[config.mk]
export PLATFORM = sky130hd
export DESIGN_NAME = omos_sequencer
export DESIGN_NICKNAME = d
export VERILOG_FILES = /design/src/design/omos_pkg.sv /design/src/design/omos_pin_sync.sv /design/src/design/omos_tick_div.sv /design/src/design/omos_sequencer.sv
export SDC_FILE = /design/constraint.sdc
export NUM_CORES = 1
export LEC_CHECK = 0
export CORE_ASPECT_RATIO = 1.1
export CORE_MARGIN = 2
export CORE_UTILIZATION = 47
export DETAILED_ROUTE_END_ITERATION = 10
export DONT_BUFFER_PORTS = 1
export SKIP_CTS_REPAIR_TIMING = 1
export SYNTH_ARGS = -nofsm -noshare
export SYNTH_HDL_FRONTEND = slang
export SYNTH_SLANG_ARGS = --single-unit
[constraint.sdc]
create_clock -name clk -period 8.3 [get_ports clk]
set_input_delay 2.075 -clock clk [delete_from_list [all_inputs] [get_ports clk]]
set_output_delay 2.075 -clock clk [all_outputs]
set_load 0.05 [all_outputs]
[src/design/omos_pkg.sv]
`default_nettype none

package omos_pkg;

    // Timing.
    localparam int CLK_HZ             = 250_000_000;
    localparam int REF_SLOW_HZ        = 32768;
    localparam int SLOW_TICK_CYCLES   = CLK_HZ / REF_SLOW_HZ;
    localparam int ACTIVE_HOLD_NS     = 4000;
    localparam int ACTIVE_HOLD_CYCLES = (ACTIVE_HOLD_NS * (CLK_HZ / 1_000_000) + 999) / 1000;
    localparam int HOLD_W             = $clog2(ACTIVE_HOLD_CYCLES + 1);

    // Register map, byte addresses on a 32-bit Avalon-MM slave.
    localparam int         ADDR_W     = 4;
    localparam int         DATA_W     = 32;
    localparam logic [3:0] REG_CTRL   = 4'h0;
    localparam logic [3:0] REG_CMD    = 4'h4;
    localparam logic [3:0] REG_STATUS = 4'h8;
    localparam logic [3:0] REG_WAKE   = 4'hC;

    // Field positions.
    localparam int CTRL_PSV_LSB    = 0;
    localparam int CTRL_FLOW_BIT   = 2;
    localparam int CTRL_NETREG_BIT = 3;
    localparam int CMD_SHUT_BIT    = 0;
    localparam int CMD_CSTART_BIT  = 1;
    localparam int CMD_CEND_BIT    = 2;
    localparam int ST_MODE_LSB     = 0;
    localparam int ST_RAW_LSB      = 3;
    localparam int ST_PREV_BIT     = 6;
    localparam int ST_CHG_BIT      = 7;
    localparam int ST_SUP_BIT      = 8;
    localparam int ST_NETREG_BIT   = 9;
    localparam int WAKE_REG_LSB    = 0;
    localparam int WAKE_UNREG_LSB  = 16;

    // Reset values and setting codes.
    localparam logic [1:0]  PSV_OFF          = 2'h0;
    localparam logic [1:0]  PSV_RESET        = 2'h1;
    localparam logic [1:0]  PSV_RTS          = 2'h2;
    localparam logic        FLOW_RESET       = 1'h1;
    localparam logic [15:0] WAKE_REG_RESET   = 16'h0800;
    localparam logic [15:0] WAKE_UNREG_RESET = 16'h4000;

    // Pin bundle positions and their idle levels.
    localparam int         PIN_COUNT    = 6;
    localparam int         PIN_SUPPLY   = 0;
    localparam int         PIN_CHARGER  = 1;
    localparam int         PIN_SWITCH   = 2;
    localparam int         PIN_ALARM    = 3;
    localparam int         PIN_RTS      = 4;
    localparam int         PIN_TXD      = 5;
    localparam logic [5:0] PIN_IDLE_LVL = 6'h34;

    typedef enum logic [2:0] {
        OMOS_NOPWR  = 3'h0,
        OMOS_OFF    = 3'h1,
        OMOS_IDLE   = 3'h2,
        OMOS_ACTIVE = 3'h3,
        OMOS_CONN   = 3'h4,
        OMOS_PRECHG = 3'h5,
        OMOS_CHARGE = 3'h6
    } omos_state_t;

    typedef struct packed {
        logic [1:0]  psv;
        logic        flow_en;
        logic        net_reg;
        logic [15:0] wake_reg;
        logic [15:0] wake_unreg;
    } omos_cfg_t;

    typedef struct packed {
        logic cts_n;
        logic ref_fast;
        logic if_en;
        logic precharge;
        logic charge_ctrl;
        logic rtc_run;
    } omos_pins_t;

endpackage

`default_nettype wire

[src/design/omos_pin_sync.sv]
`default_nettype none

module omos_pin_sync #(
    parameter int             W        = 1,
    parameter logic [W-1:0]   IDLE_LVL = '0
) (
    // Clock and reset.
    input  wire logic         clk,
    input  wire logic         resetn,
    // Asynchronous pins.
    input  wire logic [W-1:0] pin_in,
    // Synchronised level and edges.
    output logic      [W-1:0] lvl,
    output logic      [W-1:0] rise,
    output logic      [W-1:0] fall
);

    typedef struct packed {
        logic [W-1:0] s1;
        logic [W-1:0] s2;
        logic [W-1:0] s3;
    } omos_sync_st_t;

    omos_sync_st_t st_ff;
    omos_sync_st_t nxt_st;

    // Resetting to the idle level keeps release of reset from faking an edge.
    always_comb begin
        nxt_st    = st_ff;
        nxt_st.s1 = pin_in;
        nxt_st.s2 = st_ff.s1;
        nxt_st.s3 = st_ff.s2;
    end

    always_ff @(posedge clk) begin
        if (!resetn) begin
            st_ff <= '{s1: IDLE_LVL, s2: IDLE_LVL, s3: IDLE_LVL};
        end else begin
            st_ff <= nxt_st;
        end
    end

    assign lvl  = st_ff.s2;
    assign rise = st_ff.s2 & ~st_ff.s3;
    assign fall = ~st_ff.s2 & st_ff.s3;

endmodule // omos_pin_sync

`default_nettype wire

[src/design/omos_tick_div.sv]
`default_nettype none

module omos_tick_div #(
    parameter int DIV = 2
) (
    // Clock and reset.
    input  wire logic clk,
    input  wire logic resetn,
    // One-cycle enable every DIV cycles.
    output logic      tick
);

    localparam int CW = $clog2(DIV + 1);

    typedef struct packed {
        logic [CW-1:0] cnt;
        logic          tick;
    } omos_div_st_t;

    omos_div_st_t st_ff;
    omos_div_st_t nxt_st;

    always_comb begin
        nxt_st      = st_ff;
        nxt_st.tick = 1'b0;
        if (st_ff.cnt == CW'(DIV - 1)) begin
            nxt_st.cnt  = '0;
            nxt_st.tick = 1'b1;
        end else begin
            nxt_st.cnt = st_ff.cnt + CW'(1);
        end
    end

    always_ff @(posedge clk) begin
        if (!resetn) begin
            st_ff <= '0;
        end else begin
            st_ff <= nxt_st;
        end
    end

    assign tick = st_ff.tick;

endmodule // omos_tick_div

`default_nettype wire

[src/design/omos_sequencer.sv]
// The Avalon-MM register port and the register offsets were chosen for this implementation.
`default_nettype none

// Operation
// - In power-off with good supply, a falling switch-on edge switches the device on.
// - In power-off, an alarm or charger rising edge also switches on.
// - Not powered, every switch-on source is ignored.
// - Shutdown command enters power-off; only the clock timer runs, interfaces off.
// - Idle is entered automatically by default unless the host disables it.
// - Registered idle device wakes periodically to active at network-set times.
// - Unregistered idle device still wakes periodically to check external activity.
// - A clock alarm in idle wakes the device to active.
// - Serial data in idle wakes to active when hardware flow control is on.
// - Request-to-send ON wakes idle only when the power-saving setting is 2.
// - Clear-to-send is OFF while idle and not accepting data.
// - Slow reference while idle, fast reference while active or connected.
// - Idle disables the interfaces and refuses data; active enables them.
// - Connected during a call, interfaces enabled, no power saving.
// - Call end returns to the idle or active state held before the call.
// - Low battery with charger: stay off and force slow pre-charge.
// - Good battery with charger: processor-governed charging while switched on.
module omos_sequencer #(
    parameter int TICK_DIV  = omos_pkg::SLOW_TICK_CYCLES,
    parameter int HOLD_CYC  = omos_pkg::ACTIVE_HOLD_CYCLES
) (
    // Clock and reset.
    input  wire logic                        clk,
    input  wire logic                        resetn,
    // Avalon-MM slave.
    input  wire logic [omos_pkg::ADDR_W-1:0] avs_address,
    input  wire logic                        avs_read,
    input  wire logic                        avs_write,
    input  wire logic [omos_pkg::DATA_W-1:0] avs_writedata,
    output logic      [omos_pkg::DATA_W-1:0] avs_readdata,
    output logic                             avs_waitrequest,
    // Pins from outside the clock domain.
    input  wire logic                        supply_ok,
    input  wire logic                        charger_detect,
    input  wire logic                        switch_on_input_n,
    input  wire logic                        rtc_alarm,
    input  wire logic                        rts_n,
    input  wire logic                        host_txd,
    // Mode outputs.
    output omos_pkg::omos_pins_t             mode_pins
);

    typedef struct packed {
        omos_pkg::omos_state_t                  state;
        logic                                   prev_idle;
        omos_pkg::omos_cfg_t                    cfg;
        logic [omos_pkg::HOLD_W-1:0]            hold_cnt;
        logic [15:0]                            wake_cnt;
        omos_pkg::omos_pins_t                   pins;
        logic                                   waitreq;
        logic [omos_pkg::DATA_W-1:0]            rdata;
    } omos_core_st_t;

    omos_core_st_t st_ff;
    omos_core_st_t nxt_st;

    logic [omos_pkg::PIN_COUNT-1:0] pin_lvl;
    logic [omos_pkg::PIN_COUNT-1:0] pin_rise;
    logic [omos_pkg::PIN_COUNT-1:0] pin_fall;
    logic                           tick;

    omos_pin_sync #(
        .W        (omos_pkg::PIN_COUNT),
        .IDLE_LVL (omos_pkg::PIN_IDLE_LVL)
    ) u_sync (
        .clk    (clk),
        .resetn (resetn),
        .pin_in ({host_txd, rts_n, rtc_alarm, switch_on_input_n, charger_detect, supply_ok}),
        .lvl    (pin_lvl),
        .rise   (pin_rise),
        .fall   (pin_fall)
    );

    omos_tick_div #(
        .DIV (TICK_DIV)
    ) u_tick (
        .clk    (clk),
        .resetn (resetn),
        .tick   (tick)
    );

    logic sup;
    logic chg;
    logic sw_f;
    logic al_r;
    logic chg_r;
    logic rts_f;
    logic txd_f;
    logic wr_done;
    logic cmd_wr;
    logic cmd_shut;
    logic cmd_cs;
    logic cmd_ce;

    assign sup      = pin_lvl[omos_pkg::PIN_SUPPLY];
    assign chg      = pin_lvl[omos_pkg::PIN_CHARGER];
    assign sw_f     = pin_fall[omos_pkg::PIN_SWITCH];
    assign al_r     = pin_rise[omos_pkg::PIN_ALARM];
    assign chg_r    = pin_rise[omos_pkg::PIN_CHARGER];
    assign rts_f    = pin_fall[omos_pkg::PIN_RTS];
    assign txd_f    = pin_fall[omos_pkg::PIN_TXD];
    // A write takes effect only at the edge that ends the wait.
    assign wr_done  = avs_write && !st_ff.waitreq;
    assign cmd_wr   = wr_done && (avs_address == omos_pkg::REG_CMD);
    assign cmd_shut = cmd_wr && avs_writedata[omos_pkg::CMD_SHUT_BIT];
    assign cmd_cs   = cmd_wr && avs_writedata[omos_pkg::CMD_CSTART_BIT];
    assign cmd_ce   = cmd_wr && avs_writedata[omos_pkg::CMD_CEND_BIT];

    function automatic logic is_on(input omos_pkg::omos_state_t s);
        is_on = (s == omos_pkg::OMOS_IDLE) || (s == omos_pkg::OMOS_ACTIVE) || (s == omos_pkg::OMOS_CONN);
    endfunction

    always_comb begin
        logic [15:0]                  period;
        logic                         wake;
        logic                         awake;
        logic [omos_pkg::DATA_W-1:0]  rd;
        omos_pkg::omos_state_t        code;
        period = st_ff.cfg.net_reg ? st_ff.cfg.wake_reg : st_ff.cfg.wake_unreg;
        wake   = 1'b0;
        awake  = 1'b0;
        rd     = '0;
        code   = st_ff.state;
        nxt_st = st_ff;

        // Bus: one wait cycle, then the answer with waitrequest low.
        if (st_ff.waitreq && (avs_read || avs_write)) begin
            nxt_st.waitreq = 1'b0;
        end else begin
            nxt_st.waitreq = 1'b1;
        end
        if (is_on(st_ff.state) && chg) begin
            code = omos_pkg::OMOS_CHARGE;
        end
        case (avs_address)
            omos_pkg::REG_CTRL: begin
                rd[omos_pkg::CTRL_PSV_LSB +: 2]   = st_ff.cfg.psv;
                rd[omos_pkg::CTRL_FLOW_BIT]       = st_ff.cfg.flow_en;
                rd[omos_pkg::CTRL_NETREG_BIT]     = st_ff.cfg.net_reg;
            end
            omos_pkg::REG_STATUS: begin
                rd[omos_pkg::ST_MODE_LSB +: 3]    = code;
                rd[omos_pkg::ST_RAW_LSB +: 3]     = st_ff.state;
                rd[omos_pkg::ST_PREV_BIT]         = st_ff.prev_idle;
                rd[omos_pkg::ST_CHG_BIT]          = chg;
                rd[omos_pkg::ST_SUP_BIT]          = sup;
                rd[omos_pkg::ST_NETREG_BIT]       = st_ff.cfg.net_reg;
            end
            omos_pkg::REG_WAKE: begin
                rd[omos_pkg::WAKE_REG_LSB +: 16]  = st_ff.cfg.wake_reg;
                rd[omos_pkg::WAKE_UNREG_LSB +: 16] = st_ff.cfg.wake_unreg;
            end
            default: rd = '0;
        endcase
        if (st_ff.waitreq && avs_read) begin
            nxt_st.rdata = rd;
        end
        if (wr_done && (avs_address == omos_pkg::REG_CTRL)) begin
            nxt_st.cfg.psv     = avs_writedata[omos_pkg::CTRL_PSV_LSB +: 2];
            nxt_st.cfg.flow_en = avs_writedata[omos_pkg::CTRL_FLOW_BIT];
            nxt_st.cfg.net_reg = avs_writedata[omos_pkg::CTRL_NETREG_BIT];
        end
        if (wr_done && (avs_address == omos_pkg::REG_WAKE)) begin
            nxt_st.cfg.wake_reg   = avs_writedata[omos_pkg::WAKE_REG_LSB +: 16];
            nxt_st.cfg.wake_unreg = avs_writedata[omos_pkg::WAKE_UNREG_LSB +: 16];
        end

        // Losing supply overrides every state, as the module switches off at once.
        if (!sup) begin
            nxt_st.state = chg ? omos_pkg::OMOS_PRECHG : omos_pkg::OMOS_NOPWR;
        end else begin
            case (st_ff.state)
                omos_pkg::OMOS_NOPWR, omos_pkg::OMOS_PRECHG: begin
                    // Supply coming back only arms the switch-on sources.
                    nxt_st.state = omos_pkg::OMOS_OFF;
                end
                omos_pkg::OMOS_OFF: begin
                    if (sw_f || al_r || chg_r) begin
                        nxt_st.state    = omos_pkg::OMOS_ACTIVE;
                        nxt_st.hold_cnt = '0;
                    end
                end
                omos_pkg::OMOS_IDLE: begin
                    if (tick) begin
                        if (16'(st_ff.wake_cnt + 16'h1) >= period) begin
                            awake = 1'b1;
                        end else begin
                            nxt_st.wake_cnt = st_ff.wake_cnt + 16'h1;
                        end
                    end
                    wake = awake || al_r
                        || (st_ff.cfg.flow_en && txd_f)
                        || ((st_ff.cfg.psv == omos_pkg::PSV_RTS) && rts_f);
                    if (cmd_shut) begin
                        nxt_st.state = omos_pkg::OMOS_OFF;
                    end else if (cmd_cs) begin
                        nxt_st.state     = omos_pkg::OMOS_CONN;
                        nxt_st.prev_idle = 1'b1;
                    end else if (wake) begin
                        nxt_st.state    = omos_pkg::OMOS_ACTIVE;
                        nxt_st.hold_cnt = '0;
                    end
                end
                omos_pkg::OMOS_ACTIVE: begin
                    if (cmd_shut) begin
                        nxt_st.state = omos_pkg::OMOS_OFF;
                    end else if (cmd_cs) begin
                        nxt_st.state     = omos_pkg::OMOS_CONN;
                        nxt_st.prev_idle = 1'b0;
                    end else if (txd_f || rts_f || al_r || wr_done) begin
                        // Fresh activity restarts the dwell before idle.
                        nxt_st.hold_cnt = '0;
                    end else if (st_ff.cfg.psv != omos_pkg::PSV_OFF) begin
                        if (st_ff.hold_cnt >= omos_pkg::HOLD_W'(HOLD_CYC - 1)) begin
                            nxt_st.state    = omos_pkg::OMOS_IDLE;
                            nxt_st.wake_cnt = '0;
                        end else begin
                            nxt_st.hold_cnt = st_ff.hold_cnt + omos_pkg::HOLD_W'(1);
                        end
                    end
                end
                omos_pkg::OMOS_CONN: begin
                    if (cmd_shut) begin
                        nxt_st.state = omos_pkg::OMOS_OFF;
                    end else if (cmd_ce) begin
                        nxt_st.state    = st_ff.prev_idle ? omos_pkg::OMOS_IDLE : omos_pkg::OMOS_ACTIVE;
                        nxt_st.hold_cnt = '0;
                        nxt_st.wake_cnt = '0;
                    end
                end
                default: nxt_st.state = omos_pkg::OMOS_NOPWR;
            endcase
        end

        // Outputs follow the next state so they change on the same edge.
        nxt_st.pins.ref_fast    = (nxt_st.state == omos_pkg::OMOS_ACTIVE)
                                  || (nxt_st.state == omos_pkg::OMOS_CONN);
        nxt_st.pins.if_en       = nxt_st.pins.ref_fast;
        nxt_st.pins.cts_n       = !nxt_st.pins.ref_fast;
        nxt_st.pins.precharge   = (nxt_st.state == omos_pkg::OMOS_PRECHG);
        nxt_st.pins.charge_ctrl = chg && sup && is_on(nxt_st.state);
        nxt_st.pins.rtc_run     = sup;
    end

    always_ff @(posedge clk) begin
        if (!resetn) begin
            st_ff                <= '0;
            st_ff.state          <= omos_pkg::OMOS_NOPWR;
            st_ff.cfg.psv        <= omos_pkg::PSV_RESET;
            st_ff.cfg.flow_en    <= omos_pkg::FLOW_RESET;
            st_ff.cfg.wake_reg   <= omos_pkg::WAKE_REG_RESET;
            st_ff.cfg.wake_unreg <= omos_pkg::WAKE_UNREG_RESET;
            st_ff.pins.cts_n     <= 1'b1;
            st_ff.waitreq        <= 1'b1;
        end else begin
            st_ff <= nxt_st;
        end
    end

    assign avs_readdata    = st_ff.rdata;
    assign avs_waitrequest = st_ff.waitreq;
    assign mode_pins       = st_ff.pins;
endmodule // omos_sequencer

`default_nettype wire

Word level (Yosys, flattened, before mapping)

Index checks and enable logic that the tools add are counted.

Bits in registers: 136
Output and inout port bits: 39
Logic and storage cells: 151

Add/subtract/negate cells: 3
Order comparisons: 2
Equal/unequal tests: 31
Mux-type cells: 48
Bitwise operators: 5
Reduce and logical (&&, ||, !) cells: 41

Operator list:

| cell                                                             | count |
|---|---|
| 26-bit two-way mux                                               | 5 |
| 16-bit two-way mux                                               | 5 |
| 10-bit two-way mux                                               | 6 |
| 16-bit one-hot mux with 3 select lines                           | 1 |
| 3-bit two-way mux                                                | 14 |
| 10-bit one-hot mux with 4 select lines                           | 1 |
| 22-bit two-way mux                                               | 1 |
| 2-bit inequality test (second input constant)                    | 11 |
| 16-bit by 1-bit adder with 16-bit output (second input constant) | 1 |
| 16-bit greater-or-equal comparator                               | 1 |
| 3-bit one-hot mux with 5 select lines                            | 1 |
| 1-bit logical AND                                                | 14 |
| 1-bit logical OR                                                 | 14 |
| 13-bit by 1-bit adder with 13-bit output (second input constant) | 1 |
| 13-bit == test (second input constant)                           | 1 |
| 3-bit by 2-bit == test with 1-bit output (second input constant) | 4 |
| 3-bit == test (second input constant)                            | 4 |
| 4-bit one-hot mux with 3 select lines                            | 1 |
| 6-bit one-hot mux with 2 select lines                            | 1 |
| 12-bit AND reduction                                             | 1 |
| 1-bit two-way mux                                                | 11 |
| 11-bit AND reduction                                             | 1 |
| 10-bit by 1-bit adder with 10-bit output (second input constant) | 1 |
| 10-bit greater-or-equal comparator (second input constant)       | 1 |
| other kinds (21)                                                 | 28 |

Depth between registers and ports, before layout

Gate-level depths: netlist of the first run.

Word-level depth: 18
Depth in mapped cells: 13
Mapped depth without buffers: 12

Modules after synthesis

From an unflattened synthesis of the first run, not the netlist that was laid out.

Cells, all modules: 798
Area, all modules: 6651.4 sq um

Modules (own cells, without submodules):

| module         | times used | cells each | area each (sq um) | sequential area each (sq um) |
|---|---|---|---|---|
| omos_sequencer | 1          | 674        | 5417.7            | 2082.0 |
| omos_tick_div  | 1          | 69         | 625.6             | 280.3 |
| omos_pin_sync  | 1          | 55         | 608.1             | 360.3 |

Worst setup path before layout of the first run

OpenSTA, ideal clock, no wires.

Kind: input -> register
From: in avs_write
To: reg st_ff[60] in the netlist's numbering
Setup time: 0.088 ns
Data arrival time: 3.741 ns
Data required time: 8.212 ns
Setup slack: 4.471 ns
Stages: 6
Path buffers: 0
Cells stage by stage: nor2b_1 > or4_4 > or2_4 > a211oi_4 > a41oi_2 > a311oi_2

Longest elaborated chain between the ends: 6
Elaborated cells between the ends (all ways): 19
Classes of those cells: eq/ne: 8; mux: 4; reduce/logical: 7

Ends and longest elaborated chain:

| element                                | RTL line              | source |
|---|---|---|
| from (decl)                            | omos_sequencer.sv:32  | `input wire logic avs_write,` |
| 1-bit logical AND *                    | omos_sequencer.sv:107 | `assign wr_done = avs_write && !st_ff.waitreq;` |
| 1-bit logical OR                       | omos_sequencer.sv:214 | `end else if (txd_f \|\| rts_f \|\| al_r \|\| wr_done) begin` |
| 10-bit two-way mux                     | omos_sequencer.sv:214 |  |
| 26-bit two-way mux                     | omos_sequencer.sv:211 | `end else if (cmd_cs) begin` |
| 26-bit two-way mux                     | omos_sequencer.sv:209 | `if (cmd_shut) begin` |
| 10-bit one-hot mux with 4 select lines | omos_sequencer.sv:176 | `case (st_ff.state)` |
| to (signal assigned)                   | omos_sequencer.sv:260 | `st_ff <= nxt_st;` |
| to (decl)                              | omos_sequencer.sv:58  | `omos_core_st_t st_ff;` |

Mark *: on every way between the ends. The rest lies on a longest branch, timed or not. The select of a mux whose other input is x is not followed.
A chain may end at the register's enable or synchronous reset.

Worst setup path in the final report of the first run

From: reg st_ff[39] in the netlist's numbering
To: reg st_ff[45] in the netlist's numbering

Longest elaborated chain between the ends: 4
Elaborated cells between the ends (all ways): 7
Classes of those cells: add/sub: 1; order compare: 1; eq/ne: 1; mux: 3; reduce/logical: 1

Ends and longest elaborated chain:

| element                                                                                         | RTL line                                     | source |
|---|---|---|
| 16-bit by 1-bit adder with 16-bit output *                                                      | omos_sequencer.sv:189, omos_sequencer.sv:192 |  |
| 16-bit greater-or-equal comparator / 16-bit two-way mux (equally long branches)                 | omos_sequencer.sv:189                        | `if (16'(st_ff.wake_cnt + 16'h1) >= period) begin` |
| 2-bit inequality test (no line) / 16-bit two-way mux (equally long branches)                    | --                                           |  |
| 11-bit AND reduction (no line) / 16-bit one-hot mux with 3 select lines (equally long branches) | --                                           |  |

Marked as above.

==> results.py, run 1 <==
metrics = {
    "detailed_routing": {
        "number_of_nets_with_antenna_violations_after_detailed_routing": 0,
        "via_count": 5336,
        "viasPerCell": 5.69,
        "drc": 0,
        "drt-wirelength-per-cell_um": 16.7,
        "finalWirelength_mm": 15.6,
        "drt_pass1_iterations": 5,
        "dr.first_iter.drc_count": 554,
    },
    "synthesis": {
        "synth_ff_type": "sky130_fd_sc_hd__dfxtp_1",
        "synth_sequential_area_ratio_pct": 40.2,
        "syn_nets": 860,
        "ys_seq_elements": 135,
        "post-synth-top-area-fraction_pct": 40.2,
        "yosysUniqueCellTypes": 68,
        "ys_top_cells_by_area": "sky130_fd_sc_hd__dfxtp_1 40%, sky130_fd_sc_hd__nand2_1 7.1%, sky130_fd_sc_hd__mux2i_1 4.8%, sky130_fd_sc_hd__buf_4 4.4%, sky130_fd_sc_hd__a21oi_1 3.8%",
        "synth_edf_count": 0,
        "postSynthAreaPerCell_um2": 8.47,
        "synth.yosys.warnings": 0,
        "synth_cells": 794,
        "synth_area_leader_cell": "sky130_fd_sc_hd__dfxtp_1",
        "total_standard_cell_area_after_synthesis_um2": 6730,
        "synthArstFlopShare_pct": 0,
    },
    "critical_path": {
        "worstReg2RegStart": "st_ff[39]",
        "critical_path.max_fanout": 9,
        "critical_path_arrival_ns": 4.94,
        "crit_path_start_kind": "flip-flop",
        "end_kind": "flip-flop",
        "required_arrival_time_at_the_worst_endpoint_ns": 8.64,
        "critical_path.reg2reg.endpoint": "st_ff[45]",
        "path_class": "reg -> reg",
        "reg2reg_setup_slack_ns": 3.70,
        "reg2reg_depth": 11,
    },
    "clock_network": {
        "root_buffer": "sky130_fd_sc_hd__clkbuf_16",
        "worst_skew_pair_latency_ns": 0.42,
        "tritoncts": "built",
        "ctsLongestPathBuffers": 2,
        "cts.sink_count": 135,
        "ctsHtreeMaxLevel": 4,
        "number_of_buffers_created_by_cts": 17,
        "clk_pin_slew_worst_paths_ns": 0.06,
    },
    "layout": {
        "layout.cells.non_filler": 938,
        "sequential_cell_area_um2": 2700,
        "share_of_post_route_cells_with_drive_strength_above_1_pct": 7.47,
        "post-route-util_pct": 50.9,
        "multi_input_area_um2": 3460,
        "synthToLayoutAreaGrowth_pct": 5.21,
        "count_of_antenna_diodes_in_the_layout": 0,
        "layout.nets": 803,
        "n_fill_cell": 1326,
    },
    "pwr": {
        "ir_drop_uv": 120,
        "switching_share_pct": 24.3,
        "switchingPower_uw": 351,
        "p_leak_nw": 2.48,
        "power.share.clock_pct": 51.3,
        "internal_power_mw": 1.09,
        "power_frac_seq_pct": 46.0,
        "power.density_cell_area_nw_per_um2": 204,
        "total_power_mw": 1.44,
        "combPwrFrac_pct": 2.7,
    },
    "global_routing": {
        "antenna_violations_before_repair": 0,
        "grt_first_pass_wirelength_mm": 25.3,
        "globalRouteOverflowTotal": 0,
        "maximum_number_of_pins_on_one_net_before_global_route_repair": 79,
        "vias_in_the_first_global_route": 4968,
        "grtUsageTotal_pct": 20.7,
    },
    "die": {
        "design.die.area_um2": 15300,
        "top_level_pins": 85,
        "fp.coreArea_um2": 13900,
        "chipWidth_um": 118,
        "floorplan.die.height_um": 129,
        "initial_core_util_pct": 48.4,
        "placementRows": 45,
    },
    "placed_design": {
        "hpwl_mm": 11.1,
        "globalplace.congestion": 0.867,
        "place.detailed.instances": 906,
        "buffer_ports.inserted": 0,
    },
    "sta": {
        "max_slew_margin_pct": 19.9,
        "setup-violations-final": 0,
        "setup_total_negative_slack_ns": 0,
        "fin_skew_ns": 0.0110,
        "unrepaired_setup_endpoints_after_global_routing": "false",
        "timing_worst_slew_pin_value_ns": 1.20,
        "timing.final.max_slew_violations": 0,
        "max_freq_ghz": 0.217,
        "period_needed_ns": 4.60,
        "final_min_period_over_clock_period_pct": 55.5,
        "hold_slack_ns": 0.409,
        "finalHoldViolations": 0,
    },
    "run": {
        "drv.max_cap_violation_count": 0,
    },
    "outcome": {
        "run_status": "finished, final reports clean",
    },
    "worst_hold_path": {
        "whs_path_depth": 1,
        "timing.hold.worst.class": "reg -> reg",
        "hold_end": "u_sync.lvl[5]",
        "hold_start": "u_sync.nxt_st[11]",
    },
}
critical path, stage by stage (launching register included):
cell	delay, ns
sky130_fd_sc_hd__dfxtp_1	0.43
sky130_fd_sc_hd__ha_1	0.28
sky130_fd_sc_hd__inv_1	0.11
sky130_fd_sc_hd__nor4_1	0.70
sky130_fd_sc_hd__nand4_1	0.21
sky130_fd_sc_hd__xnor2_1	0.25
sky130_fd_sc_hd__ha_1	0.29
sky130_fd_sc_hd__a21o_1	0.20
sky130_fd_sc_hd__o21ai_0	0.27
sky130_fd_sc_hd__o2111ai_1	0.43
sky130_fd_sc_hd__a21oi_1	1.08
sky130_fd_sc_hd__mux2i_1	0.27
cell families after synthesis:
family | Yosys count | share of synthesized area [%]
and+or+nand+nor | 322 | 22.7
AOI/OAI and AO/OA | 160 | 16.4
DFF | 135 | 40.2
buffers and inverters | 97 | 8.44
muxes | 35 | 5.26
xor gates and xnor gates | 25 | 3.26
adders and majority gates | 20 | 3.72
synth_stat cells, drive strengths merged, types with 3 or more instances:
library cell,instances
a211o,3
a22oi,27
nor4,3
dfxtp,135
nand2b,14
mux2i,32
a211oi,11
nor2b,10
xor2,15
or3,4
a41oi,4
or2b,3
mux2,3
nor3,13
xnor2,10
nor2,65
buf,43
o21ai,19
a2111oi,3
a311oi,3
nor3b,4
nand3,32
o22ai,6
and2,14
o211ai,6
clkbuf,38
a21o,3
nand4,11
o2111ai,4
o21a,3
and3,11
nand2,128
ha,20
a31oi,4
a21oi,51
inv,16
layout by cell type (no fill, tap or decap), types with 5 or more instances in the layout:
cell,instances
sky130_fd_sc_hd__a22oi_1,27
sky130_fd_sc_hd__o21ai_0,19
sky130_fd_sc_hd__xnor2_1,10
sky130_fd_sc_hd__ha_1,20
sky130_fd_sc_hd__nor2b_1,10
sky130_fd_sc_hd__nor3_1,13
sky130_fd_sc_hd__o211ai_1,6
sky130_fd_sc_hd__and2_1,14
sky130_fd_sc_hd__nand3_1,31
sky130_fd_sc_hd__dfxtp_1,135
sky130_fd_sc_hd__mux2i_1,32
sky130_fd_sc_hd__nand2b_1,14
sky130_fd_sc_hd__a21oi_1,51
sky130_fd_sc_hd__and3_1,9
sky130_fd_sc_hd__o22ai_1,5
sky130_fd_sc_hd__xor2_1,15
sky130_fd_sc_hd__buf_4,5
sky130_fd_sc_hd__clkbuf_16,17
sky130_fd_sc_hd__nand4_1,11
sky130_fd_sc_hd__nand2_1,127
sky130_fd_sc_hd__inv_1,14
sky130_fd_sc_hd__a211oi_1,10
sky130_fd_sc_hd__nor2_1,65
flip-flops by register name (all words and copies together) (netlist names):
register / cells
avs_readdata: 32
avs_waitrequest: 1
u_tick.tick: 1
u_sync.lvl: 6
mode_pins: 4
u_sync.nxt_st: 6
st_ff: 66
u_tick.st_ff: 13
u_sync.st_ff: 6
per-layer routing:
metal / part of all wire, % / wire [µm] / GRT usage, %
met1: 44 / 6910 / 25.6
met5: 0 / 0 / 0
met2: 48 / 7550 / 34.6
met3: 5.3 / 828 / 4.97
met4: 2.2 / 339 / 9.43
metrics by stage:
step | instance area (µm²) | setup slack [ns]
after floorplan | 6730 | 4.47
after global placement | 6490 | 3.55
after detailed placement | 6490 | 3.42
after CTS | 7080 | 3.77
after global routing | 7080 | 3.35
final | 7080 | 3.70
cell type report:
type	count	area share, %
Tap cell	188	3.32
Clock buffer	17	6.01
Inverter	16	0.849
Sequential cell	135	38.2
Multi-Input combinational cell	562	48.8
Clock inverter	15	2.26
Timing Repair Buffer	5	0.530
worst max-delay path by stage:
stage / startpoint / endpoint / slack, ns / depth (start not counted)
3_3_place_gp: avs_address[1] / st_ff[51] / 3.55 / 6
4_1_cts: st_ff[39] / st_ff[45] / 3.77 / 11
2_1_floorplan: avs_write / st_ff[60] / 4.47 / 6
3_5_place_dp: avs_address[1] / st_ff[45] / 3.42 / 6
6_report: st_ff[39] / st_ff[45] / 3.70 / 11
5_1_grt: st_ff[39] / st_ff[45] / 3.35 / 11
power by group through the flow:
stage	sequential, mW	combinational, mW	clock (mW)
final	0.664	0.0386	0.741
after global routing	0.665	0.0434	0.782
after CTS	0.664	0.0387	0.757
after detailed placement	0.679	0.0385	0
after global placement	0.678	0.0378	0
after floorplan	0.674	0.0411	0
Power figures use the tool's default switching activity.
==> run 2, diff against run 1 <==
==> constraint.sdc (replaced) <==
create_clock -name clk -period 4.15 [get_ports clk]
set_input_delay 1.0375 -clock clk [delete_from_list [all_inputs] [get_ports clk]]
set_output_delay 1.0375 -clock clk [all_outputs]
set_load 0.05 [all_outputs]
==> run 2 against run 1 <==
Effect of this change:
- register-to-register slack worse by 3.2 ns
- wire length barely moved
- clock power is 100% higher
- clock skew is 0.0041 ns lower
- flip-flop and latch count did not move
- via count grew 0.32%
- fmax increased by 25%
- global-route usage grew 0.15 points
- non-clock buffer count rose by 7
- critical path type unchanged
- largest cell class unchanged
- highest routed layer unchanged
==> results.py, run 2 (same netlist as run 1, synthesis figures left out) <==
metrics = {
    "outcome": {
        "run_status": "finished, final reports clean",
    },
    "sta": {
        "final_min_period_over_clock_period_pct": 89.0,
        "setup_total_negative_slack_ns": 0,
        "fin_skew_ns": 0.00692,
        "period_needed_ns": 3.69,
        "fin_ws_ns": 0.457,
        "hold_slack_ns": 0.405,
        "max_freq_ghz": 0.271,
        "finalHoldViolations": 0,
        "max_slew_margin_pct": 37.2,
        "setup-violations-final": 0,
        "timing.final.max_slew_violations": 0,
        "unrepaired_setup_endpoints_after_global_routing": "false",
        "timing_worst_slew_pin_value_ns": 0.941,
    },
    "placed_design": {
        "buffer_ports.inserted": 0,
        "hpwl_mm": 11.3,
        "preCtsSetupSlack_ns": 0.520,
        "globalplace.congestion": 0.821,
        "place.detailed.instances": 913,
    },
    "critical_path": {
        "required_arrival_time_at_the_worst_endpoint_ns": 4.43,
        "critical_path_arrival_ns": 3.98,
        "path_class": "reg -> reg",
        "reg2reg_setup_slack_ns": 0.46,
        "end_kind": "flip-flop",
        "critical_path.max_fanout": 10,
        "crit_path_start_kind": "flip-flop",
    },
    "global_routing": {
        "grt_first_pass_wirelength_mm": 25.3,
        "globalRouteOverflowTotal": 0,
        "vias_in_the_first_global_route": 5035,
        "maximum_number_of_pins_on_one_net_before_global_route_repair": 60,
        "antenna_violations_before_repair": 0,
        "grtUsageTotal_pct": 20.9,
    },
    "layout": {
        "post-route-util_pct": 51.3,
        "most-common-layout-cells": "135 x sky130_fd_sc_hd__dfxtp_1, 127 x sky130_fd_sc_hd__nand2_1, 65 x sky130_fd_sc_hd__nor2_1",
        "mostFrequentLayoutCell": "sky130_fd_sc_hd__dfxtp_1",
        "top_register": "st_ff",
        "share_of_post_route_cells_with_drive_strength_above_1_pct": 8.32,
        "synthToLayoutAreaGrowth_pct": 6.03,
        "layout.cells.non_filler": 945,
        "count_of_antenna_diodes_in_the_layout": 0,
        "largest_reg_flops": 66,
        "layout.nets": 810,
    },
    "detailed_routing": {
        "met3WireLength_um": 597,
        "number_of_nets_with_antenna_violations_after_detailed_routing": 0,
        "finalWirelength_mm": 15.6,
        "wirelength_met1_mm": 7.15,
        "drc": 0,
        "drt-wirelength-per-cell_um": 16.5,
        "drt_pass1_iterations": 5,
        "via_count": 5353,
        "dr.first_iter.drc_count": 471,
        "met2_wirelength_mm": 7.61,
        "viasPerCell": 5.66,
        "top_signal_layer_used": "met4",
    },
    "worst_hold_path": {
        "timing.hold.worst.class": "reg -> reg",
    },
    "die": {
        "design.die.area_um2": 15300,
        "top_level_pins": 85,
        "floorplan.die.height_um": 129,
        "fp.coreArea_um2": 13900,
        "placementRows": 45,
        "initial_core_util_pct": 48.4,
        "chipWidth_um": 118,
    },
    "clock_network": {
        "number_of_buffers_created_by_cts": 17,
        "worst_skew_pair_latency_ns": 0.42,
        "cts.sink_count": 135,
        "root_buffer": "sky130_fd_sc_hd__clkbuf_16",
        "tritoncts": "built",
        "ctsLongestPathBuffers": 2,
        "ctsHtreeMaxLevel": 4,
        "clk_pin_slew_worst_paths_ns": 0.06,
    },
    "pwr": {
        "ir_drop_uv": 227,
        "p_leak_nw": 2.51,
        "power.density_cell_area_nw_per_um2": 406,
    },
    "run": {
        "drv.max_cap_violation_count": 0,
    },
}
-- run 2: cell type report --
cell class	count	area, µm²
repair buffers	12	90.1
clock buffers	18	439
clock inverters	14	149
inverters	16	60.1
well taps	188	235
fillers	1335	6780
multi-input cells	562	3460
flip-flops and latches	135	2700
-- run 2: final timing paths --
check / startpoint / endpoint / cells after the start
hold reg to reg: u_sync.nxt_st[10] / u_sync.lvl[4] / 1
setup reg to reg: st_ff[39] / st_ff[62] / 13
setup / recovery: st_ff[39] / st_ff[62] / 13
hold / removal: u_sync.nxt_st[10] / u_sync.lvl[4] / 1
-- run 2: metrics by stage --
stage | total power, mW | instance area [µm²]
final | 2.90 | 7130
after global routing | 2.99 | 7130
after CTS | 2.92 | 7130
after detailed placement | 1.44 | 6540
after global placement | 1.43 | 6540
after floorplan | 1.43 | 6730
-- run 2: layer usage --
metal / vias to the layer above / track usage [%]
met5: - / 0
met1: 2550 / 25.2
met2: 114 / 36.4
met4: 0 / 7.87
met3: 24 / 4.89
li1: 2665 / -
-- run 2: worst max-delay path, stage by stage (launching register included) --
cell,delay [ns]
sky130_fd_sc_hd__dfxtp_1,0.45
sky130_fd_sc_hd__ha_1,0.28
sky130_fd_sc_hd__inv_1,0.11
sky130_fd_sc_hd__nor4_1,0.30
sky130_fd_sc_hd__buf_4,0.19
sky130_fd_sc_hd__nand4_1,0.11
sky130_fd_sc_hd__xnor2_1,0.18
sky130_fd_sc_hd__ha_1,0.33
sky130_fd_sc_hd__nand4_1,0.11
sky130_fd_sc_hd__a211oi_1,0.31
sky130_fd_sc_hd__nand2_1,0.08
sky130_fd_sc_hd__o21ai_0,0.49
sky130_fd_sc_hd__o21a_1,0.47
sky130_fd_sc_hd__a311oi_1,0.16
-- run 2: power by group --
| group | switching (mW) | internal [mW] |
|---|---|---|
| Sequential | 0.0192 | 1.31 |
| Combinational | 0.0526 | 0.0259 |
| Clock | 0.588 | 0.903 |
| Total | 0.659 | 2.24 |
